<file path="config.mk">
export PLATFORM = sky130hd
export DESIGN_NAME = rba_bank
export DESIGN_NICKNAME = d
export VERILOG_FILES = /design/src/rba_pkg.sv /design/src/rba_bank.sv
export SDC_FILE = /design/constraint.sdc
export NUM_CORES = 1
export LEC_CHECK = 0
export ABC_CLOCK_PERIOD_IN_PS = 1150
export BUFFER_PORTS_ARGS = -buffer_cell sky130_fd_sc_hd__buf_2
export CAP_MARGIN = 5
export CORE_UTILIZATION = 41
export CTS_CLUSTER_DIAMETER = 200
export CTS_CLUSTER_SIZE = 14
export DETAILED_ROUTE_END_ITERATION = 10
export GPL_ROUTABILITY_DRIVEN = 0
export GPL_TIMING_DRIVEN = 0
export PLACE_DENSITY = 0.74
export SKIP_CTS_REPAIR_TIMING = 1
export SYNTH_ARGS = -nofsm -noshare
export SYNTH_HDL_FRONTEND = slang
export SYNTH_SLANG_ARGS = --single-unit
</file>
<file path="constraint.sdc">
create_clock -name clock_in -period 1.15 [get_ports clock_in]
set_input_delay 0.345 -clock clock_in [delete_from_list [all_inputs] [get_ports clock_in]]
set_output_delay 0.345 -clock clock_in [all_outputs]
set_load 0.1 [all_outputs]
</file>
<file path="src/rba_pkg.sv">
// shared constants, access-type codes and strobe carrier for the register bit cells
package rba_pkg;
    localparam int RBA_WIDTH = 16;
    localparam int RBA_TYPE_W = 4;

    typedef enum logic [3:0] {
        RBA_RW                  = 4'h0,
        RBA_RO                  = 4'h1,
        RBA_WO                  = 4'h2,
        RBA_W1S                 = 4'h3,
        RBA_W1C                 = 4'h4,
        RBA_WRITE_ANY_CLEAR     = 4'h5,
        RBA_RC                  = 4'h6,
        RBA_READONLY_LATCH_HIGH = 4'h7,
        RBA_LATCH_LOW_ON_READ   = 4'h8,
        RBA_SELF_CLEARING       = 4'h9
    } rba_access_e;

    // one nibble per bit, bit 0 in the low nibble
    localparam logic [RBA_WIDTH*RBA_TYPE_W-1:0] RBA_DEFAULT_TYPES = 64'h0000_0098_7654_3210;
    // the latch-low cell starts high so a first low is seen
    localparam logic [RBA_WIDTH-1:0] RBA_DEFAULT_RESET = 16'h0100;
    localparam logic RBA_READ_ZERO = 1'h0;

    typedef struct packed {
        logic wr;
        logic rd;
    } rba_access_s;
endpackage

</file>
<file path="src/rba_bank.sv">
// register bank whose bits each follow one access attribute
`timescale 1ns/1ps
// Overview of operation
// - a readable bit returns its stored value whenever the register is read.
// - a writable bit takes the data written to it.
// - a read-only bit ignores every write and shows the hardware value.
// - a write-only bit accepts writes and its read-back data is unspecified (reads here give zero).
// - a write-one-to-set bit becomes one on a written one and is unchanged by a written zero.
// - a write-one-to-clear bit becomes zero on a written one unless its hardware event sets it in the same cycle, and is unchanged by a written zero.
// - a write-anything-to-clear bit becomes zero on any write unless its hardware event sets it in the same cycle.
// - a read-to-clear bit returns its value, then becomes zero unless its hardware event sets it in the same cycle, and ignores writes.
// - a latch-high bit stays one until read, then follows its cause.
// - a latch-low bit holds a low until read, and the read releases it.
// - a self-clearing bit returns to zero by itself after a write of one; writing zero does nothing.
module rba_bank
    import rba_pkg::*;
#(
    parameter int                          WIDTH       = RBA_WIDTH,
    parameter logic [WIDTH*RBA_TYPE_W-1:0] BIT_TYPES   = RBA_DEFAULT_TYPES,
    parameter logic [WIDTH-1:0]            RESET_VALUE = RBA_DEFAULT_RESET
) (
    input  wire logic              clock_in,
    input  wire logic              rst_in,
    input  wire rba_access_s       access_in,
    input  wire logic [WIDTH-1:0]  wr_data_in,
    input  wire logic [WIDTH-1:0]  hw_in,
    output logic      [WIDTH-1:0]  rd_data_out,
    output logic                   rd_valid_out,
    output logic      [WIDTH-1:0]  bits_out
);

    // next stored value of one cell
    function automatic logic rba_next_bit(
        input rba_access_e t,
        input logic        cur,
        input logic        wr,
        input logic        wd,
        input logic        rd,
        input logic        hw
    );
        logic n;
        case (t)
            RBA_RW, RBA_WO: n = wr ? wd : cur;
            RBA_RO:         n = hw;
            RBA_W1S:        n = cur | (wr & wd);
            RBA_W1C:        n = hw | (cur & ~(wr & wd));
            RBA_WRITE_ANY_CLEAR:             n = hw | (cur & ~wr);
            RBA_RC, RBA_READONLY_LATCH_HIGH: n = hw | (cur & ~rd);
            RBA_LATCH_LOW_ON_READ:           n = hw & (cur | rd);
            RBA_SELF_CLEARING:               n = wr & wd;
            default:        n = cur;
        endcase
        return n;
    endfunction

    // value a cell presents on a read
    function automatic logic rba_read_bit(input rba_access_e t, input logic cur);
        logic r;
        case (t)
            RBA_WO:  r = RBA_READ_ZERO;
            default: r = cur;
        endcase
        return r;
    endfunction

    logic [WIDTH-1:0] bits_reg;
    logic [WIDTH-1:0] bits_next;
    logic [WIDTH-1:0] read_view;
    logic [WIDTH-1:0] rd_data_reg;
    logic             rd_valid_reg;

    genvar i;
    generate
        for (i = 0; i < WIDTH; i++) begin : g_bit
            localparam rba_access_e T = rba_access_e'(BIT_TYPES[i*RBA_TYPE_W +: RBA_TYPE_W]);
            assign bits_next[i] = rba_next_bit(T, bits_reg[i], access_in.wr, wr_data_in[i],
                                               access_in.rd, hw_in[i]);
            assign read_view[i] = rba_read_bit(T, bits_reg[i]);

            if (T != RBA_WO) begin : g_readable

            end
            if (T == RBA_RW) begin : g_rw

            end
            if (T == RBA_RO) begin : g_ro

            end
            if (T == RBA_WO) begin : g_wo

            end
            if (T == RBA_W1S) begin : g_w1s

            end
            if (T == RBA_W1C) begin : g_w1c

            end
            if (T == RBA_WRITE_ANY_CLEAR) begin : g_wr_any_clear

            end
            if (T == RBA_RC) begin : g_rc

            end
            if (T == RBA_READONLY_LATCH_HIGH) begin : g_lat_hi

            end
            if (T == RBA_LATCH_LOW_ON_READ) begin : g_lat_lo

            end
            if (T == RBA_SELF_CLEARING) begin : g_self_clear

            end
        end
    endgenerate

    always_ff @(posedge clock_in) begin
        if (rst_in) begin
            bits_reg     <= RESET_VALUE;
            rd_data_reg  <= '0;
            rd_valid_reg <= 1'b0;
        end else begin
            bits_reg     <= bits_next;
            rd_valid_reg <= access_in.rd;
            if (access_in.rd) begin
                rd_data_reg <= read_view;
            end
        end
    end

    assign rd_data_out  = rd_data_reg;
    assign rd_valid_out = rd_valid_reg;
    assign bits_out     = bits_reg;
endmodule

</file>
# Word level (Yosys, flattened, before mapping)
# Index checks and enable logic that the tools add are counted.
[word_totals]
ram_bits = 0
elab_cells = 21
out_inout_bits = 33
romBits = 0
register_bits = 32
in_bits = 36
latch_bits = 0
n_memories = 0
[op_classes]
n_addsub = 0
div_mod_pow = 0
magnitude_cmp = 0
n_mux = 0
mul = 0
n_bitwise = 17
n_reduce_logical = 0
n_eq_ne = 0
shift = 0
[op_table]
columns = ["cell", "n"]
rows = [
  ["$and 1x1->1", 8],
  ["$or 1x1->1", 6],
  ["$not 1->1", 3],
]

# Longest topological paths before layout
[depth]
ltp_word = 4
depth_mapped = 4
ltp_nobuf = 2

# Worst setup path after synthesis
# OpenSTA, ideal clock, no wires.
[synth_timing]
path_type = "register to register"
start = "register bits_reg[4], in the netlist bits_out[4]"
end = "register bits_reg[4], in the netlist bits_out[4]"
synth_period_minus_slack_ns = 1.329
t_arrival_ns = 1.238
path_slack_ns = -0.179
required_time_ns = 1.059
path_stages_with_launch = 3
path_buffers = 0
setup_time_ns = 0.091
path_cell_list = "dfxtp_1 > nor2_1 > a311oi_1"
[synth_via]
elab_chain_len = 2
[synth_rtl]
columns = ["item", "line_no", "source"]
rows = [
  ["start: declaration", "rba_bank.sv:66", "logic [WIDTH-1:0] bits_reg;"],
  ["start signal: assignment", "rba_bank.sv:122", "bits_reg <= bits_next;"],
  ["$and 1x1->1", "rba_bank.sv:46", "RBA_W1C: n = hw | (cur & ~(wr & wd));"],
  ["$or 1x1->1", "rba_bank.sv:46", ""],
]
# Every way passes these cells.
# A chain may end at the register's enable or synchronous reset.

# Worst setup path after layout
[layout_timing]
start = "register bits_reg[6], in the netlist bits_out[6]"
end = "output port bits_out[6]"
[layout_lines]
columns = ["item", "line_no", "source"]
rows = [
  ["end: declaration", "rba_bank.sv:29", "output logic [WIDTH-1:0] bits_out"],
]
# No word-level cell between the ends.

==> flow_summary.yaml <==
outcome:
  status: "complete, but fails checks"
  violations: "setup timing"
sta:
  fin_crit_sh: 1.08
  fmax_mhz: 802
  rsz0062_at_grt: "true"
  hold_viol: 0
  finalSetupTns_ns: -2.03
  worst_hold_slack_ns: 0.210
  setup_slack_ns: -0.0973
  setup_viol: 32
  drv_slew: 0
  period_minus_slack_ns: 1.25
  finClkSkew_ns: 0.00681
placement:
  dp_hpwl_mm: 1.62
  portBuffers: 51
  placedCellCount: 187
  placed_cell_area_um2: 1460
routing:
  drcViolationCount: 0
  vias: 954
  dr.first_iter.drc_count: 16
  antenna_left: 0
  first_pass_iters: 4
  via_per_inst: 4.82
  wirelength_mm: 2.85
  wl_per_cell_um: 14.4
logic_synthesis:
  ys_ff_latch: 32
  avgSynthCellArea_um2: 10.6
  netlist_instances: 106
  synth_top_area_frac: 0.570
  synth.distinct_cells: 15
  synth_fp_nets: 142
  yosys.area.top_type: "dfxtp_1"
  yosysSeqAreaShare: 0.570
  yosys_warnings: 0
  ys_top_cells_by_area: "dfxtp_1 (57%), mux2i_1 (20%), nor2_1 (8.7%)"
  syn_area_um2: 1120
layout:
  nFillCells: 156
  nets: 203
  area_growth_pct: 81.8
  seq_area_um2: 706
  final_cell_mix: "buf_12 (33), nor2_1 (26), mux2i_1 (23)"
  drive_above_1_share: 0.589
  num_antenna_cells: 0
  multi_input_area_um2: 407
  final_common_cell: "buf_12"
  final_cells: 198
  final_area_um2: 2040
cts:
  tritoncts: "built"
  ctsHtreeMaxLevel: 2
  ctsRootBufferMaster: "clkbuf_4"
  cts.sink_count: 32
  clk_path_buf_depth: 2
  clk_pin_slew_ns: 0.09
  insertion_delay_ns: 0.33
  cts_buffers: 5
floorplan:
  die_area_um2: 2950
  rows: 18
  dieWidth_um: 54.4
  core_um2: 2520
  start_util: 0.445
  ios: 69
  chipHeight_um: 54.4
job:
  maxCapViolations: 0
critical_path:
  start_kind: "register"
  cp_top_family: "flip-flops"
  crit_chain: "buf_12"
  slowest_stage: "dfxtp_2"
  critPathCaptureType: "output pin"
  critPathArrivalTime_ns: 0.90
  critPathMaxStageDelay_ns: 0.39
  worstSetupPathType: "reg2out"
  worstPathRequired_ns: 0.81
  cp_num_buf_inv: 1
  critical_path.max_fanout: 3
global_route:
  grt_pass1_vias: 771
  grt_max_degree: 11
  grt_overflow: 0
  grt_first_pass_wirelength_mm: 3.28
  antenna_found_initial: 0
  grt_util_all_layers: 0.165
power_and_ir_drop:
  power_frac_clock: 0.239
  internal_power_uw: 1780
  p_seq_frac: 0.449
  sw_frac_of_total: 0.352
  combPwrFrac: 0.312
  power_density_nw_per_um2: 1350
  ir_drop_mv: 1.07
  power_switching_uw: 967
  power_leakage_uw: 0.000938
worst_hold_path:
  min_path_type: "in2reg"
[power groups by stage]
stage,logic (uW),clock network [uW],registers [uW]
after floorplan,138,0,1650
after detailed placement,668,0,1240
after global routing,890,723,1240
after global placement,663,0,1230
final,858,656,1240
after CTS,669,673,1210
[registers in the layout, summed over array words and instances, names as in the netlist]
signal	cells
bits_out	16
rd_data_out	15
rd_valid_out	1
[metrics by stage]
stage | worst slack, ns | total power [uW] | utilization
2_1_floorplan | 0.136 | 1790 | -
3_3_place_gp | 0.0651 | 1890 | 0.577
3_5_place_dp | 0.0564 | 1900 | 0.577
4_1_cts | -0.310 | 2550 | 0.601
5_1_grt | -0.132 | 2860 | 0.810
6_report | -0.0973 | 2750 | 0.810
[final timing paths]
check | from | endpoint | slack, ns | depth (start not counted)
setup / recovery | bits_out[6] | bits_out[6] | -0.1 | 1
hold / removal | wr_data_in[4] | bits_out[4] | 0.21 | 2
setup reg to reg | bits_out[14] | bits_out[14] | 0.34 | 3
hold reg to reg | bits_out[3] | bits_out[3] | 0.52 | 2
[cell type report]
type | instances | area share
plain buffers | 7 | 0.0300
inverters | 4 | 0.00735
flip-flops and latches | 32 | 0.345
repair buffers | 54 | 0.371
multi-input cells | 63 | 0.199
well taps | 30 | 0.0184
clock buffers | 8 | 0.0288
[metal layers]
| layer | vias to the layer above | GRT usage | wire length, um | part of all wire |
|---|---|---|---|---|
| met1 | 426 | 0.195 | 1080 | 0.38 |
| met4 | 0 | 0.103 | 109 | 0.038 |
| li1 | 464 | - | - | - |
| met2 | 53 | 0.242 | 1380 | 0.49 |
| met3 | 11 | 0.0722 | 269 | 0.095 |
| met5 | - | 0 | 0 | 0 |
[cell families after synthesis]
family / synth area share
compound gates: 0.0301
buf+inv: 0.0679
flops: 0.570
mux: 0.205
other cells: 0.00334
simple gates: 0.124
[synthesized netlist by cell type]
library cell / count
mux2i_1: 23
buf_12: 1
buf_4: 2
conb_1: 1
nor2b_1: 2
nand2b_1: 4
a21oi_1: 4
nor2_1: 26
dfxtp_1: 32
buf_6: 1
inv_1: 4
buf_2: 3
nand2_1: 1
a311oi_1: 1
o21ai_1: 1
Power figures use the tool's default switching activity.
